[config.mk]
export PLATFORM = sky130hd
export DESIGN_NAME = motor_restart_sequencer
export DESIGN_NICKNAME = d
export VERILOG_FILES = /design/src/restart_seq_pkg.sv /design/src/ms_tick_gen.sv /design/src/motor_restart_sequencer.sv
export SDC_FILE = /design/constraint.sdc
export NUM_CORES = 1
export LEC_CHECK = 0
export BUFFER_PORTS_ARGS = -buffer_cell sky130_fd_sc_hd__buf_2
export CAP_MARGIN = 15
export CORE_MARGIN = 3
export CORE_UTILIZATION = 60
export DETAILED_ROUTE_END_ITERATION = 10
export HOLD_SLACK_MARGIN = 0.05
export PLACE_DENSITY = 0.76
export RECOVER_POWER = 25
export SKIP_CTS_REPAIR_TIMING = 1
export SLEW_MARGIN = 30
export SYNTH_ARGS = -nofsm -noshare
export SYNTH_HDL_FRONTEND = slang
export SYNTH_HIERARCHICAL = 1
export SYNTH_SLANG_ARGS = --single-unit
[constraint.sdc]
create_clock -name mclk -period 12.55 [get_ports mclk]
set_input_delay 0.6275 -clock mclk [delete_from_list [all_inputs] [get_ports mclk]]
set_output_delay 0.6275 -clock mclk [all_outputs]
set_load 0.05 [all_outputs]
[src/restart_seq_pkg.sv]
package restart_seq_pkg;

    localparam int CLK_PERIOD_NS = 10;
    localparam int TICK_PERIOD_NS = 1000000;
    localparam int TICK_CYCLES = (TICK_PERIOD_NS + CLK_PERIOD_NS - 1) / CLK_PERIOD_NS;
    localparam int SUCCESS_TIME_S = 1;
    localparam logic [15:0] SUCCESS_TICKS = 16'(SUCCESS_TIME_S * 1000);
    localparam int RESTART_WAIT_TIME_S10 = 10;
    localparam int MONITOR_TIME_S = 60;
    localparam logic [15:0] FREQ_MAX = 16'hffff;

    localparam logic [7:0] CTRL_OFS = 8'h00;
    localparam logic [7:0] MAGNET_OFS = 8'h04;
    localparam logic [7:0] RESTART_OFS = 8'h08;
    localparam logic [7:0] SEARCH_OFS = 8'h0c;
    localparam logic [7:0] STATUS_OFS = 8'h10;

    typedef struct packed {
        logic [7:0] rsv_hi;
        logic [7:0] start_attempt_limit;
        logic [2:0] rsv_mid;
        logic [4:0] auto_restart_mode;
        logic [2:0] rsv_lo;
        logic reluctance_motor;
        logic catch_spin_enable_source;
        logic [2:0] catch_spin_mode;
    } ctrl_t;

    typedef struct packed {
        logic [15:0] deexcitation_lockout_time;
        logic [15:0] excitation_build_time;
    } magnet_t;

    typedef struct packed {
        logic [15:0] restart_monitor_time;
        logic [15:0] restart_wait_time;
    } restart_t;

    typedef struct packed {
        logic [15:0] search_rate_factor;
        logic [15:0] search_current_level;
    } search_t;

    localparam logic [31:0] CTRL_RST = 32'h0003_0000;
    localparam logic [31:0] MAGNET_RST = 32'h0000_0000;
    localparam logic [31:0] RESTART_RST = {16'(MONITOR_TIME_S * 1000), 16'(RESTART_WAIT_TIME_S10 * 100)};
    localparam logic [31:0] SEARCH_RST = 32'h0004_0080;

    localparam logic [2:0] SPIN_OFF = 3'h0;
    localparam logic [2:0] SPIN_BOTH = 3'h1;
    localparam logic [2:0] SPIN_SETPOINT = 3'h4;

    localparam logic [4:0] ARM_OFF = 5'h00;
    localparam logic [4:0] ARM_ACK = 5'h01;
    localparam logic [4:0] ARM_PF = 5'h04;
    localparam logic [4:0] ARM_FAULT = 5'h06;
    localparam logic [4:0] ARM_PF_MAN = 5'h0e;
    localparam logic [4:0] ARM_FAULT_MAN = 5'h10;
    localparam logic [4:0] ARM_ALL = 5'h1a;

    typedef enum logic [2:0] {
        ST_OFF = 3'h0,
        ST_WAIT = 3'h1,
        ST_SEARCH = 3'h3,
        ST_EXCITE = 3'h2,
        ST_CHECK = 3'h6,
        ST_RUN = 3'h7,
        ST_DEEXC = 3'h5,
        ST_FAULT = 3'h4
    } state_t;

endpackage

[src/ms_tick_gen.sv]
`timescale 1ns/1ps
`default_nettype none
module ms_tick_gen #(
    parameter int TICK_CYCLES = restart_seq_pkg::TICK_CYCLES
) (
    input wire logic mclk,
    input wire logic rst_n,
    output var logic tick
);
    logic [31:0] cnt_reg;
    wire cnt_end = (cnt_reg == 32'(TICK_CYCLES - 1));

    // Free running divider, one pulse per millisecond.
    always_ff @(posedge mclk or negedge rst_n) begin
        if (!rst_n) begin
            cnt_reg <= 32'h0;
            tick <= 1'b0;
        end else begin
            cnt_reg <= cnt_end ? 32'h0 : cnt_reg + 32'h1;
            tick <= cnt_end;
        end
    end
endmodule // ms_tick_gen
`default_nettype wire

[src/motor_restart_sequencer.sv]
// The register addresses and the AHB-Lite interface to the registers were chosen for this implementation.
`timescale 1ns/1ps
`default_nettype none
module motor_restart_sequencer #(
    parameter int TICK_CYCLES = restart_seq_pkg::TICK_CYCLES
) (
    input wire logic mclk,
    input wire logic arst_n,
    input wire logic hsel,
    input wire logic [31:0] haddr,
    input wire logic [1:0] htrans,
    input wire logic hwrite,
    input wire logic [2:0] hsize,
    input wire logic [31:0] hwdata,
    input wire logic hready,
    output var logic [31:0] hrdata,
    output var logic hreadyout,
    output var logic hresp,
    input wire logic run_command,
    input wire logic catch_spin_enable_pin,
    input wire logic setpoint_dir,
    input wire logic motor_dir,
    input wire logic [15:0] motor_speed,
    input wire logic [15:0] magnetizing_current_ref,
    input wire logic fault_in,
    input wire logic undervoltage_fault,
    input wire logic manual_ack,
    input wire logic supply_lost_strap,
    output var logic motor_on,
    output var logic [15:0] search_current,
    output var logic [15:0] out_freq,
    output var logic search_dir,
    output var logic ramp_enable,
    output var logic magnetization_done_flag,
    output var logic fault_ack,
    output var logic start_success,
    output var logic restart_failed
);
    ////////////////////////////////////////////////////////////////////////////
    // Reset release and time base.
    logic [1:0] rst_sync_reg;
    wire rst_n = rst_sync_reg[1];
    logic tick;

    always_ff @(posedge mclk or negedge arst_n) begin
        if (!arst_n) begin
            rst_sync_reg <= 2'h0;
        end else begin
            rst_sync_reg <= {rst_sync_reg[0], 1'b1};
        end
    end

    ms_tick_gen #(.TICK_CYCLES(TICK_CYCLES)) u_tick (
        .mclk(mclk),
        .rst_n(rst_n),
        .tick(tick)
    );

    ////////////////////////////////////////////////////////////////////////////
    // Mode decoding.
    function automatic logic ack_allowed(input logic [4:0] m, input logic run);
        return (m == restart_seq_pkg::ARM_ACK) || (m == restart_seq_pkg::ARM_ALL) ||
               (((m == restart_seq_pkg::ARM_PF) || (m == restart_seq_pkg::ARM_FAULT)) && run);
    endfunction

    function automatic logic restart_allowed(input logic [4:0] m, input logic pf, input logic run);
        return run && ((m == restart_seq_pkg::ARM_FAULT) || (m == restart_seq_pkg::ARM_FAULT_MAN) ||
               (m == restart_seq_pkg::ARM_ALL) ||
               (((m == restart_seq_pkg::ARM_PF) || (m == restart_seq_pkg::ARM_PF_MAN)) && pf));
    endfunction

    function automatic logic counts_attempts(input logic [4:0] m);
        return (m == restart_seq_pkg::ARM_PF) || (m == restart_seq_pkg::ARM_FAULT) ||
               (m == restart_seq_pkg::ARM_PF_MAN) || (m == restart_seq_pkg::ARM_FAULT_MAN) ||
               (m == restart_seq_pkg::ARM_ALL);
    endfunction

    function automatic logic is_running(input restart_seq_pkg::state_t s);
        return (s == restart_seq_pkg::ST_SEARCH) || (s == restart_seq_pkg::ST_EXCITE) ||
               (s == restart_seq_pkg::ST_CHECK) || (s == restart_seq_pkg::ST_RUN);
    endfunction

    ////////////////////////////////////////////////////////////////////////////
    // AHB-Lite slave: zero wait writes, one wait state on reads.
    restart_seq_pkg::ctrl_t ctrl_reg;
    restart_seq_pkg::magnet_t magnet_reg;
    restart_seq_pkg::restart_t restart_reg;
    restart_seq_pkg::search_t search_reg;
    logic wr_pend_reg;
    logic rd_pend_reg;
    logic [7:0] addr_reg;
    logic [31:0] status_word;
    restart_seq_pkg::state_t state_reg;
    restart_seq_pkg::state_t state_next;
    logic [7:0] attempts_reg;

    wire addr_take = hsel & htrans[1] & hready;
    wire wr_ctrl = wr_pend_reg & (addr_reg == restart_seq_pkg::CTRL_OFS);
    wire wr_magnet = wr_pend_reg & (addr_reg == restart_seq_pkg::MAGNET_OFS);
    wire wr_restart = wr_pend_reg & (addr_reg == restart_seq_pkg::RESTART_OFS);
    wire wr_search = wr_pend_reg & (addr_reg == restart_seq_pkg::SEARCH_OFS);
    wire [31:0] ctrl_rd = ctrl_reg & 32'h00ff_1f1f;
    wire [31:0] rd_mux =
        (addr_reg == restart_seq_pkg::CTRL_OFS) ? ctrl_rd :
        (addr_reg == restart_seq_pkg::MAGNET_OFS) ? magnet_reg :
        (addr_reg == restart_seq_pkg::RESTART_OFS) ? restart_reg :
        (addr_reg == restart_seq_pkg::SEARCH_OFS) ? search_reg :
        (addr_reg == restart_seq_pkg::STATUS_OFS) ? status_word : 32'h0;

    always_ff @(posedge mclk or negedge rst_n) begin
        if (!rst_n) begin
            wr_pend_reg <= 1'b0;
            rd_pend_reg <= 1'b0;
            addr_reg <= 8'h0;
            hreadyout <= 1'b1;
            hresp <= 1'b0;
            hrdata <= 32'h0;
        end else begin
            wr_pend_reg <= addr_take & hwrite;
            rd_pend_reg <= addr_take & ~hwrite;
            if (addr_take) addr_reg <= {haddr[7:2], 2'h0};
            hreadyout <= ~(addr_take & ~hwrite);
            hresp <= 1'b0;
            if (rd_pend_reg) hrdata <= rd_mux;
        end
    end

    always_ff @(posedge mclk or negedge rst_n) begin
        if (!rst_n) begin
            ctrl_reg <= restart_seq_pkg::CTRL_RST;
            magnet_reg <= restart_seq_pkg::MAGNET_RST;
            restart_reg <= restart_seq_pkg::RESTART_RST;
            search_reg <= restart_seq_pkg::SEARCH_RST;
        end else begin
            if (wr_ctrl) ctrl_reg <= hwdata & 32'h00ff_1f1f;
            if (wr_magnet) magnet_reg <= hwdata;
            if (wr_restart) restart_reg <= hwdata;
            if (wr_search) search_reg <= hwdata;
        end
    end

    ////////////////////////////////////////////////////////////////////////////
    // Sequencer decisions.
    logic [15:0] timer_reg;
    logic [15:0] mon_cnt_reg;
    logic mon_run_reg;
    logic acked_reg;
    logic pf_cause_reg;
    logic armed_reg;
    logic boot_reg;
    logic attempt_active_reg;
    logic [15:0] freq_reg;
    logic dir_reg;
    logic flipped_reg;
    logic [15:0] div_reg;

    wire [4:0] arm_mode = ctrl_reg.auto_restart_mode;
    wire spin_src = ctrl_reg.catch_spin_enable_source ? catch_spin_enable_pin : 1'b1;
    wire fly_ok = ((ctrl_reg.catch_spin_mode == restart_seq_pkg::SPIN_BOTH) ||
                   (ctrl_reg.catch_spin_mode == restart_seq_pkg::SPIN_SETPOINT)) && spin_src;
    wire both_dirs = ctrl_reg.catch_spin_mode == restart_seq_pkg::SPIN_BOTH;
    wire boot_pf = ~boot_reg & supply_lost_strap;
    wire any_fault = fault_in | undervoltage_fault;
    wire running = is_running(state_reg);
    wire fault_evt = ((running | (state_reg == restart_seq_pkg::ST_WAIT)) & any_fault) | boot_pf;
    wire pf_evt = undervoltage_fault | boot_pf;
    wire mon_expire = mon_run_reg & (mon_cnt_reg >= restart_reg.restart_monitor_time);
    wire fail_attempt = fault_evt & attempt_active_reg & (attempts_reg == 8'h0);
    wire fail_set = fail_attempt | mon_expire;
    wire ack_now = (state_reg == restart_seq_pkg::ST_FAULT) & ~acked_reg & ~any_fault &
                   (manual_ack | (ack_allowed(arm_mode, run_command) & ~restart_failed));
    wire auto_go = (state_reg == restart_seq_pkg::ST_FAULT) & acked_reg & ~restart_failed &
                   restart_allowed(arm_mode, pf_cause_reg, run_command);
    wire wait_first = (arm_mode == restart_seq_pkg::ARM_PF) || (arm_mode == restart_seq_pkg::ARM_FAULT) ||
                      (arm_mode == restart_seq_pkg::ARM_ALL);
    wire caught = (dir_reg == motor_dir) & (freq_reg >= motor_speed);
    wire sweep_top = freq_reg == restart_seq_pkg::FREQ_MAX;
    wire search_end = caught | (sweep_top & ~(both_dirs & ~flipped_reg));
    wire step_now = div_reg >= search_reg.search_rate_factor;
    wire [31:0] current_prod = magnetizing_current_ref * search_reg.search_current_level;
    wire entering = state_next != state_reg;
    wire reload = wr_ctrl | (start_success & 1'b1) | (restart_failed & manual_ack & ~run_command);
    wire [7:0] limit_val = (ctrl_reg.start_attempt_limit == 8'h0) ? 8'h1 : ctrl_reg.start_attempt_limit;
    restart_seq_pkg::state_t start_state;

    assign start_state = fly_ok ? restart_seq_pkg::ST_SEARCH : restart_seq_pkg::ST_EXCITE;
    assign status_word = {8'h0, attempts_reg, 5'h0, restart_failed, magnetization_done_flag, ramp_enable,
                          5'h0, state_reg};

    always_comb begin
        state_next = state_reg;
        unique case (state_reg)
            restart_seq_pkg::ST_OFF: begin
                if (boot_pf) state_next = restart_seq_pkg::ST_FAULT;
                else if (run_command & armed_reg & ~restart_failed) state_next = start_state;
            end
            restart_seq_pkg::ST_WAIT: begin
                if (any_fault | fail_set) state_next = restart_seq_pkg::ST_FAULT;
                else if (!run_command) state_next = restart_seq_pkg::ST_OFF;
                else if (timer_reg >= restart_reg.restart_wait_time) state_next = start_state;
            end
            restart_seq_pkg::ST_SEARCH, restart_seq_pkg::ST_EXCITE,
            restart_seq_pkg::ST_CHECK, restart_seq_pkg::ST_RUN: begin
                if (any_fault | fail_set) begin
                    state_next = restart_seq_pkg::ST_FAULT;
                end else if (!run_command) begin
                    state_next = ctrl_reg.reluctance_motor ? restart_seq_pkg::ST_OFF :
                                 restart_seq_pkg::ST_DEEXC;
                end else if (state_reg == restart_seq_pkg::ST_SEARCH) begin
                    if (search_end) state_next = restart_seq_pkg::ST_EXCITE;
                end else if (state_reg == restart_seq_pkg::ST_EXCITE) begin
                    if (timer_reg >= magnet_reg.excitation_build_time) state_next = restart_seq_pkg::ST_CHECK;
                end else if (state_reg == restart_seq_pkg::ST_CHECK) begin
                    if (timer_reg >= restart_seq_pkg::SUCCESS_TICKS) state_next = restart_seq_pkg::ST_RUN;
                end
            end
            restart_seq_pkg::ST_DEEXC: begin
                if (timer_reg >= magnet_reg.deexcitation_lockout_time) state_next = restart_seq_pkg::ST_OFF;
            end
            restart_seq_pkg::ST_FAULT: begin
                if (auto_go) state_next = wait_first ? restart_seq_pkg::ST_WAIT : start_state;
                else if (acked_reg & ~run_command) state_next = restart_seq_pkg::ST_OFF;
            end
        endcase
    end

    ////////////////////////////////////////////////////////////////////////////
    // State, step timer and restart bookkeeping.
    always_ff @(posedge mclk or negedge rst_n) begin
        if (!rst_n) begin
            state_reg <= restart_seq_pkg::ST_OFF;
            timer_reg <= 16'h0;
            boot_reg <= 1'b0;
            armed_reg <= 1'b0;
        end else begin
            state_reg <= state_next;
            boot_reg <= 1'b1;
            if (entering) timer_reg <= 16'h0;
            else if (tick && timer_reg != 16'hffff) timer_reg <= timer_reg + 16'h1;
            if (!run_command) armed_reg <= 1'b1;
            else if (state_reg == restart_seq_pkg::ST_OFF && entering) armed_reg <= 1'b0;
        end
    end

    always_ff @(posedge mclk or negedge rst_n) begin
        if (!rst_n) begin
            acked_reg <= 1'b0;
            pf_cause_reg <= 1'b0;
            attempts_reg <= 8'h3;
            attempt_active_reg <= 1'b0;
            restart_failed <= 1'b0;
            mon_run_reg <= 1'b0;
            mon_cnt_reg <= 16'h0;
            fault_ack <= 1'b0;
        end else begin
            if (fault_evt) pf_cause_reg <= pf_evt;
            if (entering && state_next == restart_seq_pkg::ST_FAULT) acked_reg <= 1'b0;
            else if (ack_now) acked_reg <= 1'b1;
            fault_ack <= ack_now;
            if (reload) attempts_reg <= limit_val;
            else if (ack_now && counts_attempts(arm_mode) && attempts_reg != 8'h0) attempts_reg <= attempts_reg - 8'h1;
            if (auto_go) attempt_active_reg <= 1'b1;
            else if (start_success || state_reg == restart_seq_pkg::ST_OFF) attempt_active_reg <= 1'b0;
            if (fail_set) restart_failed <= 1'b1;
            else if (manual_ack && !run_command) restart_failed <= 1'b0;
            if (start_success || mon_expire) begin
                mon_run_reg <= 1'b0;
            end else if (fault_evt && !mon_run_reg && counts_attempts(arm_mode) &&
                         restart_reg.restart_monitor_time != 16'h0) begin
                mon_run_reg <= 1'b1;
                mon_cnt_reg <= 16'h0;
            end else if (mon_run_reg && tick && mon_cnt_reg != 16'hffff) begin
                mon_cnt_reg <= mon_cnt_reg + 16'h1;
            end
        end
    end

    ////////////////////////////////////////////////////////////////////////////
    // Frequency search and motor outputs.
    always_ff @(posedge mclk or negedge rst_n) begin
        if (!rst_n) begin
            freq_reg <= 16'h0;
            dir_reg <= 1'b0;
            flipped_reg <= 1'b0;
            div_reg <= 16'h0;
        end else if (state_reg != restart_seq_pkg::ST_SEARCH && state_next == restart_seq_pkg::ST_SEARCH) begin
            freq_reg <= 16'h0;
            dir_reg <= setpoint_dir;
            flipped_reg <= 1'b0;
            div_reg <= 16'h0;
        end else if (state_reg == restart_seq_pkg::ST_SEARCH) begin
            if (search_end) begin
                if (!caught) freq_reg <= 16'h0;
            end else if (step_now) begin
                div_reg <= 16'h0;
                if (sweep_top) begin
                    freq_reg <= 16'h0;
                    dir_reg <= ~dir_reg;
                    flipped_reg <= 1'b1;
                end else begin
                    freq_reg <= freq_reg + 16'h1;
                end
            end else begin
                div_reg <= div_reg + 16'h1;
            end
        end else if (!is_running(state_reg) && start_state == restart_seq_pkg::ST_EXCITE) begin
            freq_reg <= 16'h0;
            dir_reg <= setpoint_dir;
        end
    end

    always_ff @(posedge mclk or negedge rst_n) begin
        if (!rst_n) begin
            motor_on <= 1'b0;
            search_current <= 16'h0;
            out_freq <= 16'h0;
            search_dir <= 1'b0;
            ramp_enable <= 1'b0;
            magnetization_done_flag <= 1'b0;
            start_success <= 1'b0;
        end else begin
            motor_on <= is_running(state_next);
            search_current <= (state_next == restart_seq_pkg::ST_SEARCH) ? current_prod[23:8] : 16'h0;
            out_freq <= freq_reg;
            search_dir <= dir_reg;
            ramp_enable <= (state_next == restart_seq_pkg::ST_CHECK) || (state_next == restart_seq_pkg::ST_RUN);
            magnetization_done_flag <= (state_next == restart_seq_pkg::ST_CHECK) ||
                                       (state_next == restart_seq_pkg::ST_RUN);
            start_success <= (state_reg == restart_seq_pkg::ST_CHECK) && (state_next == restart_seq_pkg::ST_RUN);
        end
    end

    wire unused_ok = &{1'b0, hsize, haddr[31:8], haddr[1:0], current_prod[31:24], current_prod[7:0]};
endmodule // motor_restart_sequencer
`default_nettype wire

==> impl_summary.log, run 1 <==
INFO  metric outcome = finished, violations left
INFO  metric failing_checks = max-capacitance violations, max-slew violations
INFO  metric avgSynthCellArea = 9.86 sq um
INFO  metric path_class = flip-flop to flip-flop
INFO  metric die_width = 204 um
INFO  metric hold_viol = 0
INFO  metric clock.fmax = 144 MHz
INFO  metric synth-main-ff-cell = sky130_fd_sc_hd__dfrtp_1
INFO  metric finalNetCount = 2947
INFO  metric post_synthesis_async_set_or_reset_flop_share = 1.00
INFO  metric finClkSkew = approximately 0.021 ns
INFO  metric area.growth.synth_to_final = 10.1%
INFO  metric setup_viol = 0
INFO  metric synth-seq-cells = between 300 and 400
INFO  metric antenna_violations_before_repair = 2
INFO  metric cp_common_cell = sky130_fd_sc_hd__fa_1
INFO  metric htree_levels = 2
INFO  metric post_drt_via_cell_ratio = 6.02
INFO  metric post_route_cells_drive_above_1_share = 0.156
INFO  metric worst_ir_drop_vdd = around 210 uV
INFO  metric via_count = 18.3k
INFO  metric maxCapViolations = 4
INFO  metric fin_ws = roughly 5.6 ns
INFO  metric critical_path.max_fanout = 18
INFO  metric cts-buffers-inserted = 36
INFO  metric post_layout_instance_area = between 0.02 and 0.03 sq mm
INFO  metric io_buf_count = 155
INFO  metric clock_tree.buffer_depth = 3
INFO  metric cts.root.buffer_cell = sky130_fd_sc_hd__clkbuf_16
INFO  metric leakagePower = 12.7 nW
INFO  metric finalHoldWorstSlack = 0.308 ns
INFO  metric power_density = 196 mW/mm^2
INFO  metric place_area = 0.0246 sq mm
INFO  metric drt-pass1-iter-count = 7
INFO  metric period_minus_slack = 6.97 ns
INFO  metric detailedRoute.firstIterationViolations = 1228
INFO  metric critical_path_required = 12.94 ns
INFO  metric dp_hpwl = 45.3 mm
INFO  metric die_h = 204 um
INFO  metric cpMaxStageDelayCell = sky130_fd_sc_hd__dfrtp_1
INFO  metric crit_path_cell_trace = and2_1, fa_1, inv_1, fa_1, fa_1, fa_1, inv_1, fa_1, inv_1, fa_1, inv_1, ha_1, a21oi_1, o21ai_0, a21oi_1, o21ai_0, o211a_1, o41ai_1, xnor2_1, nor2_1
INFO  metric synth_enable_flop_cells = 0
INFO  metric cts_tree = done
INFO  metric boundaryPins = about 190
INFO  metric yosys_warnings = 6
INFO  metric detailedPlace.worstSlack = between 5 and 6 ns
INFO  metric core_area = 0.0381 sq mm
INFO  metric final_min_period_over_clock_period = 0.555
INFO  metric number_of_global_route_vias_before_repair = 18.9k
INFO  metric timing.setup.tns = 0 ns
INFO  metric final_core_util = 0.678
INFO  metric slew_headroom = -1.50
INFO  metric placement_rows = 71
INFO  metric min-delay-path-class = primary input to flip-flop
INFO  metric worstSkewPairLatency = 0.55 ns
INFO  metric slew_viol_final = 240
INFO  metric netlist_area = 0.0235 sq mm
INFO  metric critPathCaptureType = flip-flop
INFO  metric power.total = 5.06 mW
INFO  metric measured_slew_at_the_worst_slew_check_pin = between 3 and 4 ns
INFO  metric fin_cells = 3037
INFO  metric routed_wire_length = between 60 and 70 mm
INFO  metric grt_setup_unrepaired = no
INFO  metric postSynthCellCount = 2381
INFO  metric grt_overflow_total = 0
INFO  metric cts.sink_count = 310
INFO  metric drc_errors = 0
INFO  metric drtAntennaViolNets = 0
INFO  metric worst_path_largest_cell_delay = around 0.71 ns
INFO  metric global_route_wire_length_before_repair = 100 mm
INFO  metric ys_types = 97
INFO  metric start_util = 0.616
INFO  metric clkSlewWorstSetupHoldPaths = 0.06 ns
INFO  metric gr-usage-all-layers = 0.302
INFO  metric cp.arrival = 7.36 ns
INFO  metric dp.cells = 2969
INFO  metric synth-seq-area-share = 0.331
INFO  metric route.detailed.wl_per_inst = 20.3 um
INFO  metric pin_count_of_the_biggest_net_entering_global_routing = 76
INFO  metric start_kind = flip-flop
INFO  metric die_area = 0.0416 sq mm
INFO  metric routabilityCongestion = 0.932
==> cell usage in the layout (no fill, tap or decap), types with 13 or more instances in the layout <==
cell type | synthesis | routed
sky130_fd_sc_hd__nor3_1 | 26 | 25
sky130_fd_sc_hd__nand2_1 | 217 | 217
sky130_fd_sc_hd__xor2_1 | 48 | 48
sky130_fd_sc_hd__fa_1 | 167 | 167
sky130_fd_sc_hd__clkbuf_16 | 0 | 38
sky130_fd_sc_hd__xnor2_1 | 42 | 42
sky130_fd_sc_hd__a22oi_1 | 21 | 21
sky130_fd_sc_hd__dfstp_2 | 20 | 20
sky130_fd_sc_hd__and4_1 | 13 | 13
sky130_fd_sc_hd__nand3_1 | 45 | 44
sky130_fd_sc_hd__nor2b_1 | 16 | 16
sky130_fd_sc_hd__a21o_1 | 23 | 23
sky130_fd_sc_hd__nor4_1 | 22 | 20
sky130_fd_sc_hd__and2_1 | 112 | 112
sky130_fd_sc_hd__o22ai_1 | 16 | 16
sky130_fd_sc_hd__inv_1 | 353 | 353
sky130_fd_sc_hd__dfrtp_1 | 290 | 289
sky130_fd_sc_hd__nand4_1 | 29 | 29
sky130_fd_sc_hd__o31ai_1 | 27 | 27
sky130_fd_sc_hd__o21ai_0 | 77 | 77
sky130_fd_sc_hd__mux2_2 | 127 | 127
sky130_fd_sc_hd__buf_2 | 6 | 126
sky130_fd_sc_hd__and3_1 | 29 | 29
sky130_fd_sc_hd__nand2b_1 | 20 | 20
sky130_fd_sc_hd__ha_1 | 169 | 169
sky130_fd_sc_hd__nor2_1 | 123 | 122
sky130_fd_sc_hd__clkbuf_1 | 66 | 41
sky130_fd_sc_hd__a21oi_1 | 83 | 83
==> layout make-up <==
cell class | instances | area [sq um]
clock inverters | 11 | 178
multi-input cells | 1623 | 14000
inverters | 355 | 1340
well taps | 511 | 639
clock buffers | 54 | 1080
fillers | 2954 | 12300
flip-flops and latches | 310 | 7780
diodes | 2 | 5.00
repair buffers | 171 | 855
==> path summary, 6_finish.rpt <==
check / slack [ns] / start / to / cells after the start
worst max-delay path: 5.58 / search_reg[6] / search_current[15] / 20
worst min-delay path: 0.31 / haddr[6] / addr_reg[6] / 2
worst max register to register: 5.58 / search_reg[6] / search_current[15] / 20
worst min register to register: 0.35 / rst_sync_reg[0] / rst_sync_reg[1] / 0
max in group asynchronous: 7.20 / rst_sync_reg[1] / hrdata[26] / 2
min in group asynchronous: 0.39 / arst_n / rst_sync_reg[1] / 2
==> cell usage after synthesis, drive strengths merged (23+ instances only) <==
cell | n | share of area
nand3 | 47 | 0.010
nor4 | 31 | 0.011
nand4 | 30 | 0.0086
clkbuf | 67 | 0.011
o31ai | 27 | 0.0086
xor2 | 48 | 0.018
nand2 | 218 | 0.035
and2 | 112 | 0.030
a21oi | 87 | 0.019
o21ai | 80 | 0.017
inv | 355 | 0.057
nor2 | 123 | 0.020
ha | 169 | 0.090
and3 | 30 | 0.0080
xnor2 | 42 | 0.016
nor3 | 27 | 0.0060
mux2 | 127 | 0.061
a21o | 23 | 0.0074
buf | 27 | 0.0070
fa | 167 | 0.14
dfrtp | 290 | 0.31
==> logic make-up (layout without fill, tap and decap cells) <==
group           after synthesis  after routing  share of synthesized area
compound gates              353            353                      0.102
flops                       310            310                      0.331
fa+ha+maj                   337            337                      0.233
buf+inv                     449            591                     0.0746
mux                         138            138                     0.0698
xor+xnor                     90             90                     0.0336
simple gates                702            702                      0.156
other cells                   2              5                   0.000320
==> routing by layer <==
| layer | track usage | up-vias | wire (um) |
|---|---|---|---|
| met3 | 0.0519 | 146 | 4730 |
| met1 | 0.396 | 9167 | 25000 |
| met2 | 0.509 | 753 | 29700 |
| met5 | 0 | - | 0 |
| met4 | 0.113 | 0 | 2310 |
| li1 | - | 8231 | - |
==> worst max-delay path, delay by kind of cell, from the launching register on <==
kind            cells  cell delay, ns
compound gates      6            1.76
fa+ha+maj           7            3.51
simple gates        2            0.42
buf+inv             4            0.22
xor+xnor            1            0.17
flops               1            0.71
==> where the power goes <==
group | total [mW] | switching, mW | internal (mW)
Combinational | 2.67 | 1.58 | 1.09
Clock | 1.12 | 0.436 | 0.680
Sequential | 1.27 | 0.149 | 1.12
Total | 5.06 | 2.17 | 2.89
(Power assumes the default switching activity.)
==> inputs of run 2 (changes only) <==
Settings changed: CORE_UTILIZATION 60 to 56, PLACE_DENSITY 0.76 to 0.74.
Clock period 12.55 ns to 5.75 ns, I/O delays scaled along.
==> run 2 against run 1 <==
Combinational power increased to 2.8 times the previous value. Design area increased by 6.0%. The run ends with negative setup slack left. Worst setup slack got worse by 5.6 ns. Sequential power increased by 120%. Clock power increased by 130%. Power increased to 2.5 times the previous value. Via count increased by 2.4%. Core utilization decreased by 1.2 points. Register-to-register slack got worse by 5.6 ns. Sequential share of layout area decreased by 1.7 points. Critical path depth increased by 2. Die area increased by 6.9%.
==> impl_summary.log, run 2 (synthesis gave the netlist of run 1 again) <==
INFO  metric global_route_wire_length_before_repair = roughly 100 mm
INFO  metric die_h = roughly 210 um
INFO  metric cpMaxStageDelayCell = sky130_fd_sc_hd__fa_2
INFO  metric maxCapViolations = 0
INFO  metric path_class = flip-flop to flip-flop
INFO  metric via_count = between 15k and 20k
INFO  metric combPwrFrac = 0.584
INFO  metric power.switching = 5.36 mW
INFO  metric clock_tree.buffer_depth = 3
INFO  metric die_area = 0.0444 sq mm
INFO  metric post_drt_via_cell_ratio = 5.88
INFO  metric clkSlewWorstSetupHoldPaths = 0.06 ns
INFO  metric grt_overflow_total = 0
INFO  metric min-delay-path-class = primary input to flip-flop
INFO  metric outcome = finished, violations left
INFO  metric finClkSkew = 0.0258 ns
INFO  metric htree_levels = 2
INFO  metric cp.arrival = 6.22 ns
INFO  metric antenna_violations_before_repair = 2
INFO  metric power_report.internal_total = 7.33 mW
INFO  metric worst_ir_drop_vdd = roughly 600 uV
INFO  metric period_minus_slack = 5.79 ns
INFO  metric seq_power_share = 0.217
INFO  metric area.growth.synth_to_final = 16.7%
INFO  metric filler_cell_count = 3163
INFO  metric place_area = 0.0253 sq mm
INFO  metric boundaryPins = 187
INFO  metric start_util = 0.571
INFO  metric grt_setup_unrepaired = yes
INFO  metric crit_path_cell_trace = and2_1, fa_1, inv_1, fa_2, inv_1, ha_1, fa_1, fa_1, inv_1, fa_1, inv_1, ha_1, a21o_1, a21oi_4, o21ai_2, a21oi_2, buf_6, o21ai_4, o211a_4, o41ai_4, xnor2_1, nor2_1
INFO  metric start_kind = flip-flop
INFO  metric cts.root.buffer_cell = sky130_fd_sc_hd__clkbuf_16
INFO  metric drc_errors = 0
INFO  metric critPathCaptureType = flip-flop
INFO  metric number_of_global_route_vias_before_repair = 19.1k
INFO  metric setup_viol = 2
INFO  metric cts_tree = done
INFO  metric slew_viol_final = 0
INFO  metric finalNetCount = 3074
INFO  metric failing_checks = negative setup slack
INFO  metric layout.cells.most_common_list = 339 x sky130_fd_sc_hd__inv_1, 282 x sky130_fd_sc_hd__dfrtp_1, 216 x sky130_fd_sc_hd__nand2_1, 158 x sky130_fd_sc_hd__fa_1, 158 x sky130_fd_sc_hd__ha_1
INFO  metric route.detailed.wl_per_inst = 20.0 um
INFO  metric pin_count_of_the_biggest_net_entering_global_routing = 169
INFO  metric detailedRoute.firstIterationViolations = 1715
INFO  metric measured_slew_at_the_worst_slew_check_pin = between 0.9 and 1 ns
INFO  metric hold_viol = 0
INFO  metric routabilityCongestion = about 0.92
INFO  metric core_area = 0.0411 sq mm
INFO  metric slew_headroom = 0.363
INFO  metric clock.fmax = approximately 170 MHz
INFO  metric cts-buffers-inserted = 38
INFO  metric power.switching_fraction = 0.422
INFO  metric critical_path_required = 6.19 ns
INFO  metric routed_wire_length = 63.9 mm
INFO  metric leakagePower = around 14 nW
INFO  metric post_route_cells_drive_above_1_share = 0.223
INFO  metric power_density = about 460 mW/mm^2
INFO  metric drtAntennaViolNets = 0
INFO  metric worstSkewPairLatency = a little under 0.6 ns
INFO  metric placement_rows = 74
INFO  metric critical_path.max_fanout = 6
INFO  metric dp_hpwl = 47.6 mm
INFO  metric p_clk_frac = 0.199
INFO  metric final_min_period_over_clock_period = 1.01
INFO  metric most_frequent_standard_cell_in_the_layout_excluding_fill_and_tap_cells = sky130_fd_sc_hd__inv_1
INFO  metric finalHoldWorstSlack = approximately 0.052 ns
INFO  metric die_width = 211 um
INFO  metric io_buf_count = 155
INFO  metric gr-usage-all-layers = 0.286
INFO  metric post_layout_instance_area = 0.0274 sq mm
INFO  metric fin_ws = -0.0354 ns
INFO  metric worst_path_largest_cell_delay = 0.57 ns
INFO  metric drt-pass1-iter-count = 7
INFO  metric cts.sink_count = 310
==> run 2: cell types whose count changed in the layout (fill, tap and decap cells not counted), sizes merged <==
| cell | delta |
|---|---|
| clkbuf | -33 |
| buf | +120 |
| clkinvlp | +1 |
| clkinv | +3 |
| inv | +2 |
| dlygate4sd3 | +37 |
==> run 2: cell type report <==
| cell class | instances | area, sq um | area share |
|---|---|---|---|
| multi-input combinational | 1623 | 14300 | 0.521 |
| sequential | 310 | 7790 | 0.285 |
| timing repair buffer | 296 | 2020 | 0.0738 |
| inverter | 355 | 1340 | 0.0487 |
| clock buffer | 53 | 1070 | 0.0390 |
| tap | 532 | 666 | 0.0243 |
| clock inverter | 17 | 246 | 0.00900 |
| antenna | 2 | 5.00 | 0.000183 |
==> run 2: final timing paths <==
check / slack [ns] / endpoint / depth (start not counted) / from
worst min register to register: 0.25 / search_reg[5] / 0 / rst_sync_reg[1]
min in group asynchronous: 0.25 / search_reg[5] / 0 / rst_sync_reg[1]
worst min-delay path: 0.05 / dir_reg / 3 / setpoint_dir
worst max-delay path: -0.04 / search_current[15] / 22 / search_reg[5]
worst max register to register: -0.04 / search_current[15] / 22 / search_reg[5]
max in group asynchronous: 4.24 / restart_reg[27] / 2 / rst_sync_reg[1]
==> run 2: metrics by stage <==
stage               setup slack [ns]  TNS, ns  power, mW  std cells  utilization
CTS                           -0.466    -2.52       11.7       3138        0.647
global route                  -0.196   -0.868       13.7       3187        0.666
finish                       -0.0354  -0.0483       12.7       3188        0.666
floorplan                     0.0343        0       7.27       2382            -
detailed placement            -0.442    -2.30       9.15       3068        0.615
global placement              -0.229    -1.10       8.88       3068        0.615
==> run 2: power by group through the flow <==
stage	Clock, mW	Sequential [mW]	Combinational (mW)
6_report	2.52	2.76	7.41
5_1_grt	2.64	2.79	8.28
4_1_cts	2.56	2.74	6.44
3_5_place_dp	0	2.78	6.37
3_3_place_gp	0	2.77	6.11
2_1_floorplan	0	2.87	4.40
==> run 2: routing by layer <==
| metal | GRT usage | share of wire | vias up |
|---|---|---|---|
| li1 | - | - | 8484 |
| met1 | 0.399 | 0.42 | 9365 |
| met2 | 0.450 | 0.46 | 742 |
| met3 | 0.0539 | 0.078 | 145 |
| met4 | 0.109 | 0.037 | 2 |
| met5 | 0 | 0.00020 | - |
==> run 2: critical path: cells and delay by family, from the launching register on <==
family	cells	cell delay [ns]
compound gates	7	1.23
xor+xnor	1	0.16
fa+ha+maj	7	3.16
buf+inv	5	0.35
flops	1	0.47
simple gates	2	0.27
==> inputs of run 3 (changes only) <==
Settings changed: CORE_UTILIZATION 56 to 57, CTS_BUF_LIST set to sky130_fd_sc_hd__clkbuf_4, PLACE_DENSITY 0.74 to 0.75, SETUP_SLACK_MARGIN set to 0.15.
==> run 3 against run 2 <==
Count of clock-buffer cells in the layout increased by 60. The flow finishes with violations (max-capacitance violations, max-slew violations, negative setup slack). First-iteration DRC count decreased by 10%. Highest routed layer unchanged. Largest cell class unchanged. Worst hold slack improved by 0.048 ns. Critical path depth down 1. Fmax fell by 1.4%. Die area down 1.7%. Clock power fell by 15%. Clock skew rose by 0.021 ns. Core utilization rose by 1.4 points. Combinational power about the same.
==> impl_summary.log, run 3 (synthesis gave the netlist of run 1 again) <==
INFO  metric grt_setup_unrepaired = yes
INFO  metric final_min_period_over_clock_period = 1.02
INFO  metric worstHoldPathCells = 3
INFO  metric critPathCaptureType = flip-flop
INFO  metric hold_viol = 0
INFO  metric power.total = between 10 and 15 mW
INFO  metric cts.sink_count = 310
INFO  metric drtAntennaViolNets = 0
INFO  metric antenna_violations_before_repair = 4
INFO  metric gr-usage-all-layers = 0.283
INFO  metric route.detailed.wl_per_inst = 19.1 um
INFO  metric via_count = 18.9k
INFO  metric layout.cells.most_common_list = 339 x sky130_fd_sc_hd__inv_1, 285 x sky130_fd_sc_hd__dfrtp_1, 215 x sky130_fd_sc_hd__nand2_1, 160 x sky130_fd_sc_hd__ha_1, 159 x sky130_fd_sc_hd__fa_1
INFO  metric outcome = finished, violations left
INFO  metric cp.arrival = 6.57 ns
INFO  metric clock.fmax = 170 MHz
INFO  metric start_kind = flip-flop
INFO  metric finalNetCount = 3137
INFO  metric drt-pass1-iter-count = 6
INFO  metric power_density = ~450 mW/mm^2
INFO  metric drc_errors = 0
INFO  metric clock_tree.buffer_depth = 3
INFO  metric io_buf_count = roughly 160
INFO  metric number_of_global_route_vias_before_repair = 19.1k
INFO  metric post_route_cells_drive_above_1_share = 0.240
INFO  metric setup_viol = 3
INFO  metric reg2reg_depth = 21
INFO  metric leakagePower = roughly 14 nW
INFO  metric post_drt_via_cell_ratio = around 5.7
INFO  metric period_minus_slack = a little under 6 ns
INFO  metric routabilityCongestion = 0.927
INFO  metric clkSlewWorstSetupHoldPaths = about 0.070 ns
INFO  metric critical_path_required = roughly 6.5 ns
INFO  metric area_used_by_multi_input_combinational_logic = 0.0142 sq mm
INFO  metric area.growth.synth_to_final = 16.5%
INFO  metric worst_ir_drop_vdd = 529 uV
INFO  metric failing_checks = max-capacitance violations, max-slew violations, negative setup slack
INFO  metric placement_rows = 73
INFO  metric cts.root.buffer_cell = sky130_fd_sc_hd__clkbuf_4
INFO  metric slew_viol_final = 307
INFO  metric most_frequent_standard_cell_in_the_layout_excluding_fill_and_tap_cells = sky130_fd_sc_hd__inv_1
INFO  metric worstSkewPairLatency = 0.80 ns
INFO  metric start_util = 0.584
INFO  metric fin_ws = -0.117 ns
INFO  metric filler_cell_count = 3056
INFO  metric pin_count_of_the_biggest_net_entering_global_routing = 125
INFO  metric dp_hpwl = 47.0 mm
INFO  metric finClkSkew = roughly 0.046 ns
INFO  metric measured_slew_at_the_worst_slew_check_pin = between 3 and 4 ns
INFO  metric die_h = 209 um
INFO  metric core_area = 0.0402 sq mm
INFO  metric detailedRoute.firstIterationViolations = 1539
INFO  metric grt_overflow_total = 0
INFO  metric maxCapViolations = 4
INFO  metric die_width = around 210 um
INFO  metric die_area = 0.0437 sq mm
INFO  metric boundaryPins = approximately 190
INFO  metric routed_wire_length = 62.7 mm
INFO  metric global_route_wire_length_before_repair = 99.7 mm
INFO  metric cts_tree = done
INFO  metric critical_path.max_fanout = 8
INFO  metric cts-buffers-inserted = 84
INFO  metric slew_headroom = -1.21
INFO  metric sequential_cell_area = 0.00779 sq mm
INFO  metric path_class = flip-flop to flip-flop
INFO  metric min-delay-path-class = primary input to flip-flop
INFO  metric timing.setup.tns = -0.263 ns
INFO  metric htree_levels = 3
[run 3: cell count changes in the layout (fill, tap and decap cells not counted), sizes merged, moves of 2 or more]
cell	previous run	this run
buf	258	260
clkbuf	53	115
clkinv	7	35
clkinvlp	4	2
diode	2	5
dlygate4sd2	0	2
dlygate4sd3	38	49
[run 3: power breakdown]
part / total (mW) / switching (mW) / internal (mW)
clock: 2.14 / 1.02 / 1.11
combinational: 7.42 / 4.02 / 3.39
sequential: 2.75 / 0.308 / 2.44
[run 3: layout make-up]
class,instances,share of cell area
multi-input cells,1623,0.520
flip-flops and latches,310,0.285
repair buffers,313,0.0799
inverters,355,0.0488
clock buffers,113,0.0310
well taps,525,0.0240
clock inverters,42,0.0108
diodes,5,0.000457
[run 3: path summary, 6_finish.rpt]
| kind | slack, ns | start | to |
|---|---|---|---|
| max | -0.12 | search_reg[6] | search_current[13] |
| min | 0.10 | hready | hreadyout |
| max reg2reg | -0.12 | search_reg[6] | search_current[13] |
| min reg2reg | 0.35 | rst_sync_reg[0] | rst_sync_reg[1] |
| max in group asynchronous | 1.03 | rst_sync_reg[1] | search_reg[6] |
| min in group asynchronous | 0.37 | arst_n | rst_sync_reg[1] |
[run 3: worst max-delay path, cell delays in order (launching register included)]
cell	delay (ns)
sky130_fd_sc_hd__dfrtp_2	0.49
sky130_fd_sc_hd__buf_4	0.17
sky130_fd_sc_hd__and2_1	0.17
sky130_fd_sc_hd__fa_1	0.55
sky130_fd_sc_hd__inv_2	0.05
sky130_fd_sc_hd__fa_2	0.56
sky130_fd_sc_hd__inv_1	0.05
sky130_fd_sc_hd__fa_1	0.52
sky130_fd_sc_hd__fa_2	0.46
sky130_fd_sc_hd__fa_1	0.51
sky130_fd_sc_hd__inv_1	0.06
sky130_fd_sc_hd__fa_1	0.53
sky130_fd_sc_hd__inv_2	0.06
sky130_fd_sc_hd__ha_4	0.24
sky130_fd_sc_hd__a21o_1	0.19
sky130_fd_sc_hd__a22oi_2	0.17
sky130_fd_sc_hd__o21ai_2	0.13
sky130_fd_sc_hd__o211a_1	0.29
sky130_fd_sc_hd__buf_6	0.15
sky130_fd_sc_hd__buf_6	0.10
sky130_fd_sc_hd__o21a_1	0.17
sky130_fd_sc_hd__nor3_1	0.15
[run 3: layer usage]
metal	global-route usage	wire length (um)
met1	0.376	26300
met5	0	13
met3	0.0540	4060
met2	0.465	30400
met4	0.104	1950
[run 3: stage by stage]
step	utilization	instance area (sq um)	cells	hold slack [ns]	setup slack, ns
2_1_floorplan	-	23600	2382	-0.00809	0.155
4_1_cts	0.661	26600	3220	-0.791	-0.370
3_3_place_gp	0.632	25400	3065	0.0726	-0.185
3_5_place_dp	0.632	25400	3065	0.0766	-0.350
6_report	0.681	27400	3286	0.100	-0.117
5_1_grt	0.681	27400	3285	0.0887	-0.222
